<file path="src/design/usm_pkg.sv">
// constants shared by the asynchronous serial channel
package usm_pkg;

  // ==========================================================
  // register indices; the byte address is four times the index
  localparam logic [7:0] USM_IDX_TRANSMIT_BUFFER = 8'hA2;
  localparam logic [7:0] USM_IDX_RECEIVE_BUFFER = 8'hA6;
  localparam logic [7:0] USM_IDX_MODE = 8'hA0;
  localparam logic [7:0] USM_IDX_BAUD = 8'hA1;
  localparam logic [7:0] USM_IDX_CTRL0 = 8'hA4;
  localparam logic [7:0] USM_IDX_CTRL1 = 8'hA5;
  localparam logic [7:0] USM_IDX_PIN_ROUTE = 8'hF5;
  localparam int USM_ADDR_W = 10;

  // ==========================================================
  // channel_mode_register fields
  localparam int USM_MODE_SMD_LSB = 0;
  localparam int USM_MODE_CLOCK_SOURCE_SELECT = 3;
  localparam int USM_MODE_STPS = 4;
  localparam int USM_MODE_PRY = 5;
  localparam int USM_MODE_PRYE = 6;
  localparam logic [2:0] USM_SMD_7BIT = 3'h4;
  localparam logic [2:0] USM_SMD_8BIT = 3'h5;
  localparam logic [2:0] USM_SMD_9BIT = 3'h6;

  // ==========================================================
  // control 0: count source, transmit empty, open drain
  localparam int USM_C0_CLK_LSB = 0;
  localparam int USM_C0_TXEPT = 3;
  localparam int USM_C0_NCH = 5;
  localparam logic [1:0] USM_SRC_F1 = 2'h0;
  localparam logic [1:0] USM_SRC_F8 = 2'h1;
  localparam logic [1:0] USM_SRC_F32 = 2'h2;
  localparam logic [4:0] USM_PRESCALE_F8_LAST = 5'h07;
  localparam logic [4:0] USM_PRESCALE_F32_LAST = 5'h1F;

  // ==========================================================
  // control 1: enables and flags
  localparam int USM_C1_TE = 0;
  localparam int USM_C1_TI = 1;
  localparam int USM_C1_RE = 2;
  localparam int USM_C1_RI = 3;

  // ==========================================================
  // pin route register
  localparam int USM_PR_CH1_ROUTE = 0;
  localparam int USM_PR_CLK_ROUTE_LO = 1;
  localparam int USM_PR_CLK_ROUTE_HI = 2;
  localparam int USM_PR_CLK_DIR = 3;
  localparam logic [1:0] USM_CLK_ROUTE_NONE = 2'h0;
  localparam logic [1:0] USM_CLK_ROUTE_A = 2'h1;
  localparam logic [1:0] USM_CLK_ROUTE_B = 2'h2;

  // ==========================================================
  // receive buffer error flag positions
  localparam int USM_RB_OER = 12;
  localparam int USM_RB_FER = 13;
  localparam int USM_RB_PER = 14;
  localparam int USM_RB_SUM = 15;

  // ==========================================================
  // reset values and bit timing
  localparam logic [7:0] USM_MODE_RESET = 8'h00;
  localparam logic [7:0] USM_BAUD_RESET = 8'h00;
  localparam logic [7:0] USM_CTRL0_RESET = 8'h00;
  localparam logic [3:0] USM_PIN_ROUTE_RESET = 4'h0;
  localparam logic [3:0] USM_OVERSAMPLE_LAST = 4'hF;
  localparam logic [3:0] USM_MID_SAMPLE = 4'h7;

  typedef enum logic [4:0] {
    USM_IDLE = 5'b00001,
    USM_START = 5'b00010,
    USM_DATA = 5'b00100,
    USM_PARITY = 5'b01000,
    USM_STOP = 5'b10000
  } usm_state_type;

endpackage

</file>
<file path="src/design/usm_baud_gen.sv">
// count source selection and baud divider giving the 16x bit tick
`timescale 1ns/10ps
`default_nettype none
module usm_baud_gen
  import usm_pkg::*;
(
  // clock and reset
  input wire logic i_clk_sys,
  input wire logic i_reset,
  // configuration
  input wire logic [1:0] i_src_sel,
  input wire logic i_ext_sel,
  input wire logic i_ext_rise,
  input wire logic [7:0] i_divisor,
  // tick out
  output logic o_tick16
);

  logic [4:0] pre_q;
  logic [7:0] div_q;
  logic src_en;

  // ==========================================================
  // prescaler for f1, f8, f32
  always_ff @(posedge i_clk_sys) begin
    if (i_reset) begin
      pre_q <= 5'h00;
    end else begin
      pre_q <= pre_q + 5'h01;
    end
  end

  // the external pin skips the f8/f32 prescaler and goes straight to the same n+1 divider as the internal source
  always_comb begin
    if (i_ext_sel) begin
      src_en = i_ext_rise;
    end else begin
      unique case (i_src_sel)
        USM_SRC_F8: src_en = (pre_q[2:0] == USM_PRESCALE_F8_LAST[2:0]);
        USM_SRC_F32: src_en = (pre_q == USM_PRESCALE_F32_LAST);
        default: src_en = 1'b1;
      endcase
    end
  end

  // divide by n+1; the 16 of the bit rate is counted by the channel
  always_ff @(posedge i_clk_sys) begin
    if (i_reset) begin
      div_q <= 8'h00;
      o_tick16 <= 1'b0;
    end else begin
      o_tick16 <= 1'b0;
      if (src_en) begin
        if (div_q == 8'h00) begin
          div_q <= i_divisor;
          o_tick16 <= 1'b1;
        end else begin
          div_q <= div_q - 8'h01;
        end
      end
    end
  end

endmodule
`default_nettype wire

</file>
<file path="src/design/usm_channel.sv">
// one asynchronous serial channel with its apb register file and pin routing
`timescale 1ns/10ps
`default_nettype none
module usm_channel
  import usm_pkg::*;
(
  // clock and reset
  input wire logic i_clk_sys,
  input wire logic i_reset,
  // apb slave
  input wire logic i_psel,
  input wire logic i_penable,
  input wire logic i_pwrite,
  input wire logic [USM_ADDR_W-1:0] i_paddr,
  input wire logic [31:0] i_pwdata,
  input wire logic [3:0] i_pstrb,
  output logic [31:0] o_prdata,
  output logic o_pready,
  output logic o_pslverr,
  // serial pins
  input wire logic i_serial_in_pin,
  output logic o_serial_out_pin,
  output logic o_serial_out_oe_n,
  output logic o_serial_in_level,
  // transfer clock pin candidates
  input wire logic i_transfer_clock_pin_a,
  input wire logic i_transfer_clock_pin_b
);

  // ==========================================================
  // helpers
  function automatic logic is_async(input logic [2:0] smd);
    is_async = (smd == USM_SMD_7BIT) || (smd == USM_SMD_8BIT) || (smd == USM_SMD_9BIT);
  endfunction

  function automatic logic [3:0] char_last(input logic [2:0] smd);
    unique case (smd)
      USM_SMD_7BIT: char_last = 4'h6;
      USM_SMD_9BIT: char_last = 4'h8;
      default: char_last = 4'h7;
    endcase
  endfunction

  function automatic logic hit(input logic [USM_ADDR_W-1:0] a, input logic [7:0] idx);
    hit = (a == {idx, 2'b00});
  endfunction

  // ==========================================================
  // registers and state
  logic [7:0] mode_q;
  logic [7:0] baud_q;
  logic [7:0] ctrl0_q;
  logic te_q;
  logic re_q;
  logic ti_q;
  logic ri_q;
  logic [3:0] route_q;
  logic [8:0] tb_q;
  logic [8:0] rb_q;
  logic oer_q;
  logic fer_q;
  logic per_q;
  logic [31:0] prdata_q;
  logic [31:0] prdata_d;

  logic wr_en;
  logic rd_en;
  logic setup;
  logic async_mode;
  logic [3:0] clast;
  logic two_stop;
  logic par_en;
  logic par_even;
  logic tick16;

  assign setup = i_psel && !i_penable;
  assign wr_en = i_psel && i_penable && i_pwrite;
  assign rd_en = i_psel && i_penable && !i_pwrite;
  assign async_mode = is_async(mode_q[USM_MODE_SMD_LSB +: 3]);
  assign clast = char_last(mode_q[USM_MODE_SMD_LSB +: 3]);
  assign two_stop = mode_q[USM_MODE_STPS];
  assign par_en = mode_q[USM_MODE_PRYE];
  assign par_even = mode_q[USM_MODE_PRY];

  // ==========================================================
  // pin synchronisers
  logic rx_s1_q;
  logic rx_s2_q;
  logic rx_prev_q;
  logic cka_s1_q;
  logic cka_s2_q;
  logic ckb_s1_q;
  logic ckb_s2_q;
  logic ck_prev_q;
  logic ck_sel;
  logic ck_rise;
  logic rx_line;

  always_ff @(posedge i_clk_sys) begin
    if (i_reset) begin
      rx_s1_q <= 1'b1;
      rx_s2_q <= 1'b1;
      rx_prev_q <= 1'b1;
      cka_s1_q <= 1'b0;
      cka_s2_q <= 1'b0;
      ckb_s1_q <= 1'b0;
      ckb_s2_q <= 1'b0;
      ck_prev_q <= 1'b0;
    end else begin
      rx_s1_q <= i_serial_in_pin;
      rx_s2_q <= rx_s1_q;
      rx_prev_q <= rx_line;
      cka_s1_q <= i_transfer_clock_pin_a;
      cka_s2_q <= cka_s1_q;
      ckb_s1_q <= i_transfer_clock_pin_b;
      ckb_s2_q <= ckb_s1_q;
      ck_prev_q <= ck_sel;
    end
  end

  // the pin stays readable as a general input whatever the channel does
  assign o_serial_in_level = rx_s2_q;
  // without the route bit the receiver sees an idle line
  assign rx_line = route_q[USM_PR_CH1_ROUTE] ? rx_s2_q : 1'b1;

  // pick the routed clock pin; none routed means no edges
  always_comb begin
    unique case (route_q[USM_PR_CLK_ROUTE_HI:USM_PR_CLK_ROUTE_LO])
      USM_CLK_ROUTE_A: ck_sel = cka_s2_q;
      USM_CLK_ROUTE_B: ck_sel = ckb_s2_q;
      default: ck_sel = 1'b0;
    endcase
  end
  // pin is a transfer clock only when selected external and direction is input
  assign ck_rise = ck_sel && !ck_prev_q && mode_q[USM_MODE_CLOCK_SOURCE_SELECT] && !route_q[USM_PR_CLK_DIR];

  usm_baud_gen u_baud (
    .i_clk_sys(i_clk_sys),
    .i_reset(i_reset),
    .i_src_sel(ctrl0_q[USM_C0_CLK_LSB +: 2]),
    .i_ext_sel(mode_q[USM_MODE_CLOCK_SOURCE_SELECT]),
    .i_ext_rise(ck_rise),
    .i_divisor(baud_q),
    .o_tick16(tick16)
  );

  // ==========================================================
  // transmitter
  usm_state_type tx_st_q;
  logic [3:0] tx_tick_q;
  logic [3:0] tx_bit_q;
  logic [8:0] tx_sh_q;
  logic tx_par_q;
  logic tx_out_q;
  logic tx_load;
  logic tx_bit_end;

  assign tx_load = (tx_st_q == USM_IDLE) && async_mode && te_q && !ti_q;
  assign tx_bit_end = tick16 && (tx_tick_q == USM_OVERSAMPLE_LAST);

  always_ff @(posedge i_clk_sys) begin
    if (i_reset) begin
      tx_st_q <= USM_IDLE;
      tx_tick_q <= 4'h0;
      tx_bit_q <= 4'h0;
      tx_sh_q <= 9'h000;
      tx_par_q <= 1'b0;
      tx_out_q <= 1'b1;
    end else begin
      if (tick16) begin
        tx_tick_q <= tx_tick_q + 4'h1;
      end
      unique case (tx_st_q)
        USM_IDLE: begin
          tx_out_q <= 1'b1;
          if (tx_load) begin
            tx_sh_q <= tb_q;
            tx_par_q <= !par_even;
            tx_tick_q <= 4'h0;
            tx_out_q <= 1'b0;
            tx_st_q <= USM_START;
          end
        end
        USM_START: begin
          if (tx_bit_end) begin
            tx_out_q <= tx_sh_q[0];
            tx_par_q <= tx_par_q ^ tx_sh_q[0];
            tx_sh_q <= {1'b0, tx_sh_q[8:1]};
            tx_bit_q <= 4'h0;
            tx_st_q <= USM_DATA;
          end
        end
        USM_DATA: begin
          if (tx_bit_end) begin
            tx_bit_q <= tx_bit_q + 4'h1;
            if (tx_bit_q != clast) begin
              tx_out_q <= tx_sh_q[0];
              tx_par_q <= tx_par_q ^ tx_sh_q[0];
              tx_sh_q <= {1'b0, tx_sh_q[8:1]};
            end else if (par_en) begin
              tx_out_q <= tx_par_q;
              tx_st_q <= USM_PARITY;
            end else begin
              tx_out_q <= 1'b1;
              tx_bit_q <= 4'h0;
              tx_st_q <= USM_STOP;
            end
          end
        end
        USM_PARITY: begin
          if (tx_bit_end) begin
            tx_out_q <= 1'b1;
            tx_bit_q <= 4'h0;
            tx_st_q <= USM_STOP;
          end
        end
        USM_STOP: begin
          if (tx_bit_end) begin
            tx_bit_q <= tx_bit_q + 4'h1;
            if (tx_bit_q[0] == two_stop) begin
              tx_st_q <= USM_IDLE;
            end
          end
        end
        default: tx_st_q <= USM_IDLE;
      endcase
      if (!async_mode) begin
        tx_st_q <= USM_IDLE;
        tx_out_q <= 1'b1;
      end
    end
  end

  // pin is owned by the channel in async mode with the route bit set, even when only receiving
  // open drain releases the line instead of driving a one
  always_comb begin
    o_serial_out_pin = tx_out_q;
    if (!async_mode || !route_q[USM_PR_CH1_ROUTE]) begin
      o_serial_out_oe_n = 1'b1;
    end else if (ctrl0_q[USM_C0_NCH]) begin
      o_serial_out_oe_n = tx_out_q;
    end else begin
      o_serial_out_oe_n = 1'b0;
    end
  end

  // ==========================================================
  // receiver
  usm_state_type rx_st_q;
  logic [3:0] rx_tick_q;
  logic [3:0] rx_bit_q;
  logic [8:0] rx_sh_q;
  logic rx_par_q;
  logic rx_perr_q;
  logic rx_ferr_q;
  logic rx_done;
  logic rx_sample;

  assign rx_sample = tick16 && (rx_tick_q == USM_OVERSAMPLE_LAST);

  always_ff @(posedge i_clk_sys) begin
    if (i_reset) begin
      rx_st_q <= USM_IDLE;
      rx_tick_q <= 4'h0;
      rx_bit_q <= 4'h0;
      rx_sh_q <= 9'h000;
      rx_par_q <= 1'b0;
      rx_perr_q <= 1'b0;
      rx_ferr_q <= 1'b0;
      rx_done <= 1'b0;
    end else begin
      rx_done <= 1'b0;
      if (tick16) begin
        rx_tick_q <= rx_tick_q + 4'h1;
      end
      unique case (rx_st_q)
        USM_IDLE: begin
          if (async_mode && re_q && rx_prev_q && !rx_line) begin
            rx_tick_q <= 4'h0;
            rx_sh_q <= 9'h000;
            rx_par_q <= !par_even;
            rx_ferr_q <= 1'b0;
            rx_st_q <= USM_START;
          end
        end
        USM_START: begin
          // half a bit in, a start bit that is gone was a glitch
          if (tick16 && rx_tick_q == USM_MID_SAMPLE) begin
            rx_tick_q <= 4'h0;
            rx_bit_q <= 4'h0;
            rx_st_q <= rx_line ? USM_IDLE : USM_DATA;
          end
        end
        USM_DATA: begin
          if (rx_sample) begin
            rx_bit_q <= rx_bit_q + 4'h1;
            rx_par_q <= rx_par_q ^ rx_line;
            rx_sh_q[rx_bit_q] <= rx_line;
            if (rx_bit_q == clast) begin
              rx_bit_q <= 4'h0;
              rx_st_q <= par_en ? USM_PARITY : USM_STOP;
            end
          end
        end
        USM_PARITY: begin
          if (rx_sample) begin
            rx_perr_q <= (rx_par_q != rx_line);
            rx_st_q <= USM_STOP;
          end
        end
        USM_STOP: begin
          if (rx_sample) begin
            rx_bit_q <= rx_bit_q + 4'h1;
            if (!rx_line) begin
              rx_ferr_q <= 1'b1;
            end
            if (rx_bit_q[0] == two_stop) begin
              rx_done <= 1'b1;
              rx_st_q <= USM_IDLE;
            end
          end
        end
        default: rx_st_q <= USM_IDLE;
      endcase
      if (rx_st_q == USM_IDLE) begin
        rx_perr_q <= 1'b0;
      end
      if (!async_mode || !re_q) begin
        rx_st_q <= USM_IDLE;
      end
    end
  end

  // ==========================================================
  // apb register writes
  always_ff @(posedge i_clk_sys) begin
    if (i_reset) begin
      mode_q <= USM_MODE_RESET;
      baud_q <= USM_BAUD_RESET;
      ctrl0_q <= USM_CTRL0_RESET;
      te_q <= 1'b0;
      re_q <= 1'b0;
      route_q <= USM_PIN_ROUTE_RESET;
    end else if (wr_en && i_pstrb[0]) begin
      if (hit(i_paddr, USM_IDX_MODE)) begin
        mode_q <= i_pwdata[7:0];
      end
      if (hit(i_paddr, USM_IDX_BAUD)) begin
        baud_q <= i_pwdata[7:0];
      end
      if (hit(i_paddr, USM_IDX_CTRL0)) begin
        ctrl0_q <= i_pwdata[7:0];
      end
      if (hit(i_paddr, USM_IDX_CTRL1)) begin
        te_q <= i_pwdata[USM_C1_TE];
        re_q <= i_pwdata[USM_C1_RE];
      end
      if (hit(i_paddr, USM_IDX_PIN_ROUTE)) begin
        route_q <= i_pwdata[3:0];
      end
    end
  end

  // upper lane stores bit 8 only; the lower lane completes the character
  always_ff @(posedge i_clk_sys) begin
    if (i_reset) begin
      tb_q <= 9'h000;
      ti_q <= 1'b1;
    end else begin
      if (tx_load) begin
        ti_q <= 1'b1;
      end
      if (wr_en && hit(i_paddr, USM_IDX_TRANSMIT_BUFFER)) begin
        if (i_pstrb[1]) begin
          tb_q[8] <= i_pwdata[8];
        end
        if (i_pstrb[0]) begin
          tb_q[7:0] <= i_pwdata[7:0];
          ti_q <= 1'b0;
        end
      end
    end
  end

  // ==========================================================
  // receive buffer and its flags
  logic rb_read;
  assign rb_read = rd_en && hit(i_paddr, USM_IDX_RECEIVE_BUFFER);

  always_ff @(posedge i_clk_sys) begin
    if (i_reset) begin
      rb_q <= 9'h000;
      ri_q <= 1'b0;
      oer_q <= 1'b0;
      fer_q <= 1'b0;
      per_q <= 1'b0;
    end else begin
      // a word read always covers the upper byte, so it clears ri and the framing and parity flags; overrun clears only with re off
      if (rb_read) begin
        ri_q <= 1'b0;
        fer_q <= 1'b0;
        per_q <= 1'b0;
      end
      // a completion in the same cycle as the read wins over the clear
      if (rx_done) begin
        rb_q <= rx_sh_q;
        ri_q <= 1'b1;
        fer_q <= rx_ferr_q;
        per_q <= rx_perr_q;
        if (ri_q && !rb_read) begin
          oer_q <= 1'b1;
        end
      end else if (!re_q) begin
        oer_q <= 1'b0;
      end
    end
  end

  // ==========================================================
  // apb read path; data is captured in the setup cycle
  always_comb begin
    prdata_d = 32'h0000_0000;
    if (hit(i_paddr, USM_IDX_RECEIVE_BUFFER)) begin
      // error bits come with the data in one word
      prdata_d[8:0] = rb_q;
      prdata_d[USM_RB_OER] = oer_q;
      prdata_d[USM_RB_FER] = fer_q;
      prdata_d[USM_RB_PER] = per_q;
      prdata_d[USM_RB_SUM] = oer_q || fer_q || per_q;
    end else if (hit(i_paddr, USM_IDX_MODE)) begin
      prdata_d[7:0] = mode_q;
    end else if (hit(i_paddr, USM_IDX_BAUD)) begin
      prdata_d[7:0] = baud_q;
    end else if (hit(i_paddr, USM_IDX_CTRL0)) begin
      prdata_d[7:0] = ctrl0_q;
      prdata_d[USM_C0_TXEPT] = (tx_st_q == USM_IDLE);
    end else if (hit(i_paddr, USM_IDX_CTRL1)) begin
      prdata_d[USM_C1_TE] = te_q;
      prdata_d[USM_C1_TI] = ti_q;
      prdata_d[USM_C1_RE] = re_q;
      prdata_d[USM_C1_RI] = ri_q;
    end else if (hit(i_paddr, USM_IDX_PIN_ROUTE)) begin
      prdata_d[3:0] = route_q;
    end
  end

  always_ff @(posedge i_clk_sys) begin
    if (i_reset) begin
      prdata_q <= 32'h0000_0000;
    end else if (setup) begin
      prdata_q <= prdata_d;
    end
  end

  // no wait states; unmapped reads return zero and writes are dropped
  assign o_prdata = prdata_q;
  assign o_pready = 1'b1;
  assign o_pslverr = 1'b0;

endmodule
`default_nettype wire

</file>
<file path="config.mk">
export PLATFORM = sky130hd
export DESIGN_NAME = usm_channel
export DESIGN_NICKNAME = d
export VERILOG_FILES = /design/src/design/usm_pkg.sv /design/src/design/usm_baud_gen.sv /design/src/design/usm_channel.sv
export SDC_FILE = /design/constraint.sdc
export NUM_CORES = 1
export LEC_CHECK = 0
export ABC_CLOCK_PERIOD_IN_PS = 3200
export BUFFER_PORTS_ARGS = -buffer_cell sky130_fd_sc_hd__clkbuf_2
export CORE_ASPECT_RATIO = 1.5
export CORE_MARGIN = 1
export CORE_UTILIZATION = 35
export DETAILED_ROUTE_END_ITERATION = 8
export GPL_TIMING_DRIVEN = 0
export PLACE_DENSITY = 0.54
export SLEW_MARGIN = 20
export SYNTH_ARGS = -nofsm -noshare
export SYNTH_HDL_FRONTEND = slang
export SYNTH_SLANG_ARGS = --single-unit
</file>
<file path="constraint.sdc">
create_clock -name i_clk_sys -period 3.2 [get_ports i_clk_sys]
set_input_delay 0.64 -clock i_clk_sys [delete_from_list [all_inputs] [get_ports i_clk_sys]]
set_output_delay 0.64 -clock i_clk_sys [all_outputs]
set_load 0.005 [all_outputs]
</file>
==> results of run 1 <==
-- cell type report --
type                       instances  share of cell area
clock inverter                     9             0.00788
inverter                          15             0.00682
multi-input combinational        620               0.484
tap                              260              0.0394
buffer                            65              0.0430
clock buffer                      23              0.0615
sequential                       137               0.332
timing repair buffer              42              0.0255
-- synth_stat cells, types with 3 or more instances --
cell and n:
a221oi_1 11, nor2b_1 29, nand3_1 23, nand4_1 11, nand4b_1 3, nor2_1 94, buf_1 6, nor4b_1 6
or2_2 3, dfxtp_1 137, o21ai_1 3, inv_1 15, or3_1 5, ha_1 16, a21oi_1 45, nand2b_1 18
o211ai_1 6, a31oi_1 7, buf_2 5, nand2_1 80, clkbuf_1 28, and2_1 5, nor3_1 23, xor2_1 8
a31o_2 6, or4_1 3, nor4_1 7, o2bb2ai_1 7, o31ai_1 7, xnor2_1 10, o2111ai_1 4, buf_4 24
a311oi_1 5, nand3b_1 5, nor4bb_1 3, and3_1 5, o21ai_0 18, mux2_2 12, and4_1 4, mux2i_1 55
-- state kept, by name, summed over array words and instances (netlist names), 4 cells and up --
name          count
tx_st_q           5
tb_q              9
route_q           4
o_prdata         13
rx_bit_q          4
tx_sh_q           9
rb_q              9
rx_st_q           5
u_baud.div_q      8
mode_q            8
u_baud.pre_q      5
tx_bit_q          4
tx_tick_q         4
rx_tick_q         4
ctrl0_q           7
rx_sh_q           9
baud_q            8
-- cells by family (layout without fill, tap and decap cells) --
| logic type | Yosys count | count (layout) |
|---|---|---|
| AO/OA/AOI/OAI | 153 | 153 |
| XOR/XNOR | 18 | 18 |
| adder cells (fa/ha/maj) | 16 | 16 |
| buffers and inverters | 80 | 154 |
| flip-flops | 137 | 137 |
| multiplexers | 67 | 67 |
| other | 2 | 21 |
| AND/OR/NAND/NOR | 345 | 345 |
-- metal layers --
| layer | GRT usage | share of wire |
|---|---|---|
| met5 | 0 | 0 |
| met4 | 0.120 | 0.049 |
| met3 | 0.0355 | 0.031 |
| met2 | 0.346 | 0.50 |
| met1 | 0.225 | 0.42 |
-- critical path: stages, from the launching register on --
cell and delay [ns]:
dfxtp_1 0.44, inv_1 0.07, ha_1 0.31, o41ai_1 0.51
and2_1 0.22, clkbuf_1 0.35, o21ai_0 0.16, a221oi_1 0.25
-- metrics by stage --
step	instance area [µm²]	setup WS, ns
after CTS	8260	0.761
after global placement	7680	0.508
after detailed placement	7680	0.517
after floorplan	7150	1.06
after global routing	8260	0.453
final	8260	0.784
-- power by group --
| part | switching [mW] | internal (mW) | leakage, nW |
|---|---|---|---|
| sequential | 0.0661 | 1.77 | 1.11 |
| combinational | 0.300 | 0.229 | 1.84 |
| clock | 0.747 | 1.11 | 0.269 |
-- path summary, 6_finish.rpt --
path                           start  cells after the start                      endpoint  slack (ns)
max          route_q[1]$_SDFFE_PP0P_                      7  u_baud.div_q[7]$_SDFFE_PP0P_        0.78
min               rx_s1_q$_SDFF_PP1_                      1  o_serial_in_level$_SDFF_PP1_        0.42
max reg2reg  route_q[1]$_SDFFE_PP0P_                      7  u_baud.div_q[7]$_SDFFE_PP0P_        0.78
min reg2reg       rx_s1_q$_SDFF_PP1_                      1  o_serial_in_level$_SDFF_PP1_        0.42
==> summary.txt, run 1 <==
Drt
  • Vias: slightly above 6000
  • Vias/cell: slightly above 5
  • Wire per inst: 17.1 µm
  • DRT antenna net count: 0
  • DRC: 0
  • DRT iter0 DRCs: 316
  • Routed Wire Length: 20.0 mm
  • Detailed Routing Iterations Pass 1: 4

Synth
  • Area fraction of the dominant cell type after synthesis: 0.388
  • Unique masters post-synth: between 80 and 90
  • Flops & latches, synth: 137
  • Largest family of logic cells by synthesized area: simple AND/OR/NAND/NOR gates
  • Post-Synth XOR/XNOR Area: 0.0223
  • Top post-synthesis cells by area: dfxtp_1, mux2i_1, nor2_1
  • Area of the mapped netlist: ~0.007 mm²
  • Post-Synth Simple-Gate Area: 0.255
  • Async set or reset register ratio after synthesis: 0
  • Post-synth EDFFs: 0
  • Sequential area share after synthesis: 0.388
  • Biggest area consumer among synthesized cells: dfxtp_1
  • Post-Synth Adder-Cell Area: 0.0283
  • Synth Instances: 818
  • Multiplexer share of the synthesized area: 0.0969
  • Post-synth top flop: dfxtp_1
  • Mean Syn Cell Area: 8.65 µm²
  • Post-synthesis compound-gate area fraction: 0.151
  • Yosys warns: 0

Power and ir drop
  • Pwr Total: between 4 and 5 mW
  • Pwr Density: approximately 510 mW/mm²
  • Lkg Pwr: 3.22 nW
  • VDD IR max: 0.460 mV

Floorplanning
  • Initial Utilization: 0.358
  • Width of the die: roughly 120 µm
  • Placement Rows: 63
  • Die Ht: 176 µm
  • Die Area: 0.0208 mm²
  • IO Count: just over 90
  • Area of the core: 0.0198 mm²

Placement
  • Detailed Place HPWL: 15.2 mm
  • Cells after DPL: 1139
  • Placer Congestion: about 0.86
  • Port Buf Inserts: 42

STA
  • Final min period: ~2.4 ns
  • WHS: between 0.4 and 0.5 ns
  • Slew at the pin closest to its max-slew limit: 0.972 ns
  • Max Slew Vio Count: 0
  • Period utilisation layout: 0.755
  • Setup Viol. Count Final: 0
  • Relative slew slack: 0.347
  • RSZ-0062 raised after global routing: no
  • Max Freq: a little over 0.4 GHz
  • Clock skew: 0.0101 ns
  • Final hold violations: 0
  • Setup TNS Final: 0 ns

Clock tree
  • Resized cells post-CTS: 0
  • CTS tree: built
  • TritonCTS buffer count: 17
  • Htree depth: 4
  • # hold bufs at CTS: 0
  • Postcts setup bufs: 0
  • Root Driver: clkbuf_16
  • Clock latency on the worst-skew pair: between 0.4 and 0.5 ns
  • Clock-pin slew on the worst setup and hold paths: roughly 0.060 ns
  • Max Root-Sink Buffers: 2
  • Clock tree sinks: 137

Cells and area
  • Core Util, Final: 0.417
  • Non-Filler Instances: about 1200
  • Share of layout cells above drive strength 1: 0.156
  • Antenna Cells: 0
  • Register area: 0.00274 mm²
  • Nets@finish: around 970
  • Area Overhead vs Synth: 16.7%
  • Most frequent cells in the layout: dfxtp_1, nor2_1, nand2_1
  • Number of fill cells in the layout: 1998
  • Commonest non-fill, non-tap cell in the layout: dfxtp_1
  • Multi-input gate area: around 0.004 mm²

Critical path
  • CP required: approximately 3.5 ns
  • CP Launch Type: flop
  • Crit end category: flop
  • CP arrival: 2.74 ns
  • Crit path max fanout: 10
  • Kind of critical path: flop to flop

Global routing
  • Initial antenna violation count: 0
  • Vias in the first global route: just under 6000
  • Total GRT Usage: 0.199
  • First-pass GRT wire length: 31.8 mm
  • Largest net degree at the start of global routing: 17
  • GR Overflow Total: 0

Min path
  • HP Class: flop to flop

Flow run
  • Max_cap viols: 0

Outcome
  • Status: finished, final reports clean
Note: power is estimated with default switching activity, not from simulation.
==> run 2: changes to the inputs <==
--- a/config.mk
+++ b/config.mk
@@ -5,7 +5,8 @@
 export SDC_FILE = /design/constraint.sdc
 export NUM_CORES = 1
 export LEC_CHECK = 0
-export ABC_CLOCK_PERIOD_IN_PS = 3200
+export ABC_AREA = 1
+export ABC_CLOCK_PERIOD_IN_PS = 2300
 export BUFFER_PORTS_ARGS = -buffer_cell sky130_fd_sc_hd__clkbuf_2
 export CORE_ASPECT_RATIO = 1.5
 export CORE_MARGIN = 1
==> constraint.sdc (replaced) <==
create_clock -name i_clk_sys -period 2.3 [get_ports i_clk_sys]
set_input_delay 0.46 -clock i_clk_sys [delete_from_list [all_inputs] [get_ports i_clk_sys]]
set_output_delay 0.46 -clock i_clk_sys [all_outputs]
set_load 0.005 [all_outputs]
==> summary.txt, run 2 <==
STA
  • Relative slew slack: 0.493 (+0.146)
  • Final hold violations: 0 (unchanged)
  • Setup Viol. Count Final: 0 (unchanged)
  • Setup TNS Final: 0 ns (unchanged)
  • Final min period: 1.97 ns (-0.447 ns)
  • Clock skew: 0.0109 ns (+0.000750 ns)
  • WHS: 0.203 ns (-0.215 ns)
  • Max Slew Vio Count: 0 (unchanged)
  • Max Freq: 0.508 GHz (+23%)
  • RSZ-0062 raised after global routing: no
  • Slew at the pin closest to its max-slew limit: 0.761 ns (-0.211 ns)
  • Period utilisation layout: 0.856 (+0.101)

Global routing
  • Largest net degree at the start of global routing: 17 (unchanged)
  • Vias in the first global route: 5962 (+2.4%)
  • GR Overflow Total: 0 (unchanged)
  • Initial antenna violation count: 0 (unchanged)
  • First-pass GRT wire length: 29.7 mm (-6.5%)
  • Total GRT Usage: 0.194 (-0.00456)

Clock tree
  • Root Driver: clkbuf_16
  • # hold bufs at CTS: 0 (unchanged)
  • Clock-pin slew on the worst setup and hold paths: 0.06 ns (about the same)
  • Postcts setup bufs: 0 (unchanged)
  • Clock latency on the worst-skew pair: 0.43 ns (about the same)
  • Htree depth: 4 (unchanged)
  • TritonCTS buffer count: 17 (unchanged)
  • Resized cells post-CTS: 0 (unchanged)
  • Clock tree sinks: 137 (unchanged)
  • CTS tree: built
  • Max Root-Sink Buffers: 2 (unchanged)

Placement
  • Port Buf Inserts: 43 (+2.4%)
  • Detailed Place HPWL: 14.6 mm (-3.8%)
  • Placer Congestion: 0.856 (-0.95%)

Critical path
  • CP Launch Type: flop
  • Kind of critical path: flop to flop
  • Delay-heaviest family, CP: simple AND/OR/NAND/NOR gates
  • Critical path's largest stage delay: 0.38 ns (-0.13 ns)
  • Critical Path Slowest Stage Cell: clkbuf_1
  • Crit-path most repeated cell: nand2_1
  • Crit end category: flop
  • Crit path max fanout: 10 (unchanged)
  • CP bufs+invs: 1 (-1)
  • R2r setup slk: 0.33 ns (-0.45 ns)
  • CP arrival: 2.32 ns (-0.42 ns)
  • CP required: 2.65 ns (-0.88 ns)
  • Crit-path cells: ha_1, nand2_1, nor2_1, ha_1, nand2_1, nand2_1, o21ai_0, nand2_1, clkbuf_1, o211ai_1, a21oi_1

Synth
  • Area of the mapped netlist: 0.00695 mm² (-1.8%)
  • Synth Instances: 1000 (+22%)
  • Biggest area consumer among synthesized cells: dfxtp_1
  • Synth cell count leaders: nand2_1, dfxtp_1, inv_1
  • Area fraction of the dominant cell type after synthesis: 0.394 (+0.00690)
  • Top post-synthesis cells by area: dfxtp_1, nand2_1, inv_1
  • Sequential area share after synthesis: 0.394 (+0.00690)
  • Flops & latches, synth: 137 (unchanged)
  • Post-synth EDFFs: 0 (unchanged)
  • Mean Syn Cell Area: 6.95 µm² (-20%)
  • Most numerous cell in the Yosys netlist: nand2_1
  • Post-synth top flop: dfxtp_1
  • Unique masters post-synth: 39 (-53%)
  • Async set or reset register ratio after synthesis: 0 (unchanged)
  • Yosys warns: 0 (unchanged)

Drt
  • Detailed Routing Iterations Pass 1: 5 (+1)
  • DRT iter0 DRCs: 305 (-3.5%)
  • Routed Wire Length: 18.8 mm (-5.8%)
  • Wire per inst: 13.9 µm (-18%)
  • Vias: 6312 (+3.8%)
  • DRC: 0 (unchanged)
  • DRT antenna net count: 0 (unchanged)
  • Vias/cell: 4.68 (-9.9%)

Cells and area
  • Nets@finish: 1151 (+19%)
  • Largest register FFs: 13 (unchanged)
  • Antenna Cells: 0 (unchanged)
  • Most frequent cells in the layout: nand2_1, dfxtp_1, inv_1
  • Number of fill cells in the layout: 2007 (+0.45%)
  • Share of layout cells above drive strength 1: 0.145 (-0.0105)
  • Commonest non-fill, non-tap cell in the layout: nand2_1
  • Area Overhead vs Synth: 17.2%

Power and ir drop
  • Sw Pwr: 1.65 mW (+48%)
  • Lkg Pwr: 3.70 nW (+15%)
  • Pwr Density: 740 mW/mm² (+44%)
  • VDD IR max: 0.435 mV (-5.5%)
  • Clk pwr share: 0.457 (+0.017)
  • Switching share of power: 0.274 (+0.0108)
  • Sequential share of power: 0.418 (-0.017)
  • P_int: 4.38 mW (+40%)
  • Comb power frac: 0.125 (about the same)

Min path
  • HP Class: input pin to flop

Floorplanning
  • IO Count: 91 (unchanged)
  • Die Area: 0.0204 mm² (-1.7%)
  • Initial Utilization: 0.360 (+0.00228)
  • Die Ht: 175 µm (-0.87%)
  • Placement Rows: 62 (-1.6%)
  • Width of the die: 117 µm (-0.86%)
  • Area of the core: 0.0193 mm² (-2.4%)

Flow run
  • Max_cap viols: 0 (unchanged)

Outcome
  • Status: finished, final reports clean
==> run 2: final cells by class <==
class	instances	area [µm²]	area share
plain buffers	49	303	0.0372
clock buffers	17	425	0.0522
clock inverters	15	165	0.0203
inverters	137	519	0.0637
multi-input cells	696	3460	0.424
flip-flops and latches	137	2740	0.337
well taps	256	320	0.0393
repair buffers	43	215	0.0264
==> run 2: cells by family after synthesis <==
family / after synthesis / share of synthesized area
AO/OA/AOI/OAI: 198 / 0.148
XOR/XNOR: 12 / 0.0151
adder cells (fa/ha/maj): 16 / 0.0288
buffers and inverters: 186 / 0.118
flip-flops: 137 / 0.394
other: 2 / 0.00108
AND/OR/NAND/NOR: 449 / 0.294
==> run 2: worst paths after layout <==
path / from / depth (start not counted) / to
max: u_baud.pre_q[0]$_SDFF_PP0_ / 11 / u_baud.div_q[5]$_SDFFE_PP0P_
min: i_serial_in_pin / 2 / rx_s1_q$_SDFF_PP1_
max reg2reg: u_baud.pre_q[0]$_SDFF_PP0_ / 11 / u_baud.div_q[5]$_SDFFE_PP0P_
min reg2reg: ckb_s1_q$_SDFF_PP0_ / 2 / ckb_s2_q$_SDFF_PP0_
==> run 2: power groups by stage <==
stage	Sequential, mW	Combinational (mW)	Clock (mW)
3_5_place_dp	2.57	0.759	0
6_report	2.52	0.752	2.76
2_1_floorplan	2.56	0.570	0
5_1_grt	2.53	0.866	2.92
3_3_place_gp	2.57	0.754	0
4_1_cts	2.52	0.762	2.81
==> run 2: routing by layer <==
| metal | global-route usage | part of all wire | routed length, µm |
|---|---|---|---|
| met5 | 0 | 0 | 0 |
| met4 | 0.0723 | 0.023 | 437 |
| met3 | 0.0413 | 0.021 | 389 |
| met2 | 0.360 | 0.54 | 10100 |
| met1 | 0.210 | 0.42 | 7890 |
==> run 2: metrics by stage <==
stage / util / total power, mW / setup slack (ns) / instances / cell area (µm²)
3_3_place_gp: 0.391 / 3.33 / 0.251 / 1318 / 7560
2_1_floorplan: - / 3.13 / 0.671 / 1019 / 7020
3_5_place_dp: 0.391 / 3.33 / 0.252 / 1318 / 7560
4_1_cts: 0.422 / 6.10 / 0.303 / 1350 / 8150
6_report: 0.422 / 6.03 / 0.330 / 1350 / 8150
5_1_grt: 0.422 / 6.32 / 0.0878 / 1350 / 8150
==> run 3: changes to the inputs <==
--- a/config.mk
+++ b/config.mk
@@ -7,13 +7,15 @@
 export LEC_CHECK = 0
 export ABC_AREA = 1
 export ABC_CLOCK_PERIOD_IN_PS = 2300
-export BUFFER_PORTS_ARGS = -buffer_cell sky130_fd_sc_hd__clkbuf_2
+export CAP_MARGIN = 15
 export CORE_ASPECT_RATIO = 1.5
 export CORE_MARGIN = 1
 export CORE_UTILIZATION = 35
+export CTS_CLUSTER_SIZE = 25
 export DETAILED_ROUTE_END_ITERATION = 8
+export DONT_BUFFER_PORTS = 1
 export GPL_TIMING_DRIVEN = 0
-export PLACE_DENSITY = 0.54
+export PLACE_DENSITY = 0.5
 export SLEW_MARGIN = 20
 export SYNTH_ARGS = -nofsm -noshare
 export SYNTH_HDL_FRONTEND = slang
==> summary.txt, run 3 (synthesis results as in run 2) <==
Outcome
  • Status: finished, final reports clean

Critical path
  • CP arrival: 2.31 ns (about the same)
  • CP required: 2.65 ns (about the same)
  • Crit path max fanout: 10 (unchanged)
  • Kind of critical path: flop to flop
  • Crit end category: flop
  • CP Launch Type: flop

Power and ir drop
  • VDD IR max: 0.459 mV (+5.7%)
  • Pwr Total: 5.89 mW (-2.2%)
  • Lkg Pwr: 3.51 nW (-5.2%)
  • Pwr Density: 745 mW/mm² (+0.70%)

Placement
  • Port Buf Inserts: 0 (-100%)
  • Cells after DPL: 1275 (-3.3%)
  • Detailed Place HPWL: 14.9 mm (+1.9%)
  • Placer Congestion: 0.855 (-0.20%)

Cells and area
  • Area Overhead vs Synth: 13.8%
  • Largest register FFs: 13 (unchanged)
  • Non-Filler Instances: 1305 (-3.3%)
  • Commonest non-fill, non-tap cell in the layout: nand2_1
  • Nets@finish: 1108 (-3.7%)
  • Most frequent cells in the layout: nand2_1, dfxtp_1, inv_1
  • Antenna Cells: 0 (unchanged)
  • Number of fill cells in the layout: 2044 (+1.8%)
  • Share of layout cells above drive strength 1: 0.109 (-0.0367)

Drt
  • Routed Wire Length: 19.1 mm (+1.5%)
  • Detailed Routing Iterations Pass 1: 5 (unchanged)
  • DRC: 0 (unchanged)
  • Vias: 6208 (-1.6%)
  • Wire per inst: 14.6 µm (+5.0%)
  • DRT iter0 DRCs: 304 (-0.33%)
  • Vias/cell: 4.76 (+1.7%)
  • DRT antenna net count: 0 (unchanged)

Clock tree
  • Root Driver: clkbuf_16
  • Clock-pin slew on the worst setup and hold paths: 0.06 ns (about the same)
  • Resized cells post-CTS: 0 (unchanged)
  • # hold bufs at CTS: 0 (unchanged)
  • Max Root-Sink Buffers: 2 (unchanged)
  • Clock latency on the worst-skew pair: 0.43 ns (about the same)
  • Clock tree sinks: 137 (unchanged)
  • Postcts setup bufs: 0 (unchanged)
  • TritonCTS buffer count: 17 (unchanged)
  • CTS tree: built
  • Htree depth: 4 (unchanged)

Floorplanning
  • Area of the core: 0.0193 mm² (unchanged)
  • IO Count: 91 (unchanged)
  • Initial Utilization: 0.360 (unchanged)
  • Die Area: 0.0204 mm² (unchanged)
  • Die Ht: 175 µm (unchanged)
  • Width of the die: 117 µm (unchanged)
  • Placement Rows: 62 (unchanged)

STA
  • Max Slew Vio Count: 0 (unchanged)
  • Max Freq: 0.508 GHz (+0.11%)
  • Clock skew: 0.0105 ns (-0.000367 ns)
  • Final min period: 1.97 ns (-0.00221 ns)
  • Setup TNS Final: 0 ns (unchanged)
  • Setup Viol. Count Final: 0 (unchanged)
  • Final hold violations: 0 (unchanged)
  • RSZ-0062 raised after global routing: no
  • Slew at the pin closest to its max-slew limit: 0.733 ns (-0.0275 ns)
  • Relative slew slack: 0.511 (+0.0183)
  • Period utilisation layout: 0.855 (-0.000961)

Global routing
  • Largest net degree at the start of global routing: 17 (unchanged)
  • Vias in the first global route: 6048 (+1.4%)
  • Total GRT Usage: 0.198 (+0.00373)
  • First-pass GRT wire length: 30.6 mm (+2.9%)
  • Initial antenna violation count: 0 (unchanged)
  • GR Overflow Total: 0 (unchanged)

Flow run
  • Max_cap viols: 0 (unchanged)

Min path
  • HP Class: input pin to flop
[run 3: cell types whose count changed in the layout (fill, tap and decap cells not counted), sizes merged]
| cell | before | now |
|---|---|---|
| clkbuf | 76 | 34 |
| clkinv | 5 | 9 |
| inv | 142 | 135 |
[run 3: worst paths after layout]
path              cells past startpoint                       start                           end  slack (ns)
setup reg to reg                     11  u_baud.pre_q[0]$_SDFF_PP0_  u_baud.div_q[6]$_SDFFE_PP0P_        0.33
setup / recovery                     11  u_baud.pre_q[0]$_SDFF_PP0_  u_baud.div_q[6]$_SDFFE_PP0P_        0.33
hold reg to reg                       1          rx_s1_q$_SDFF_PP1_  o_serial_in_level$_SDFF_PP1_        0.40
hold / removal                        1             i_serial_in_pin            rx_s1_q$_SDFF_PP1_        0.14
[run 3: worst max-delay path: stages (launching register included)]
cell      delay (ns)
dfxtp_1         0.36
ha_1            0.18
nand2_1         0.05
nor2_1          0.08
ha_1            0.16
nand2_1         0.05
nand2_1         0.04
o21ai_0         0.07
nand2_1         0.21
clkbuf_1        0.39
o211ai_1        0.15
a21oi_1         0.15
[run 3: where the power goes]
part | internal (mW) | switching [mW] | leakage (nW)
registers | 2.46 | 0.0551 | 1.11
clock network | 1.61 | 1.05 | 0.273
logic | 0.278 | 0.439 | 2.13
[run 3: area by class of cell]
class	instances	area [µm²]	share of cell area
Buffer	49	303	0.0383
Clock buffer	18	439	0.0555
Clock inverter	12	129	0.0163
Inverter	137	519	0.0656
Multi-Input combinational cell	696	3460	0.437
Sequential cell	137	2740	0.347
Tap cell	256	320	0.0405
[run 3: routing by layer]
layer	vias to the layer above	share of wire	GRT usage
li1	3256	-	-
met1	2809	0.41	0.216
met2	115	0.53	0.364
met3	28	0.034	0.0368
met4	0	0.027	0.0833
met5	-	0	0
[run 3: stage by stage]
step / setup WS (ns) / area [µm²] / hold WS [ns] / utilization
3_3_place_gp: 0.295 / 7340 / 0.395 / 0.380
6_report: 0.332 / 7910 / 0.140 / 0.410
4_1_cts: 0.308 / 7910 / 0.126 / 0.410
5_1_grt: 0.0769 / 7910 / 0.120 / 0.410
3_5_place_dp: 0.277 / 7340 / 0.398 / 0.380
2_1_floorplan: 0.671 / 7020 / 0.388 / -
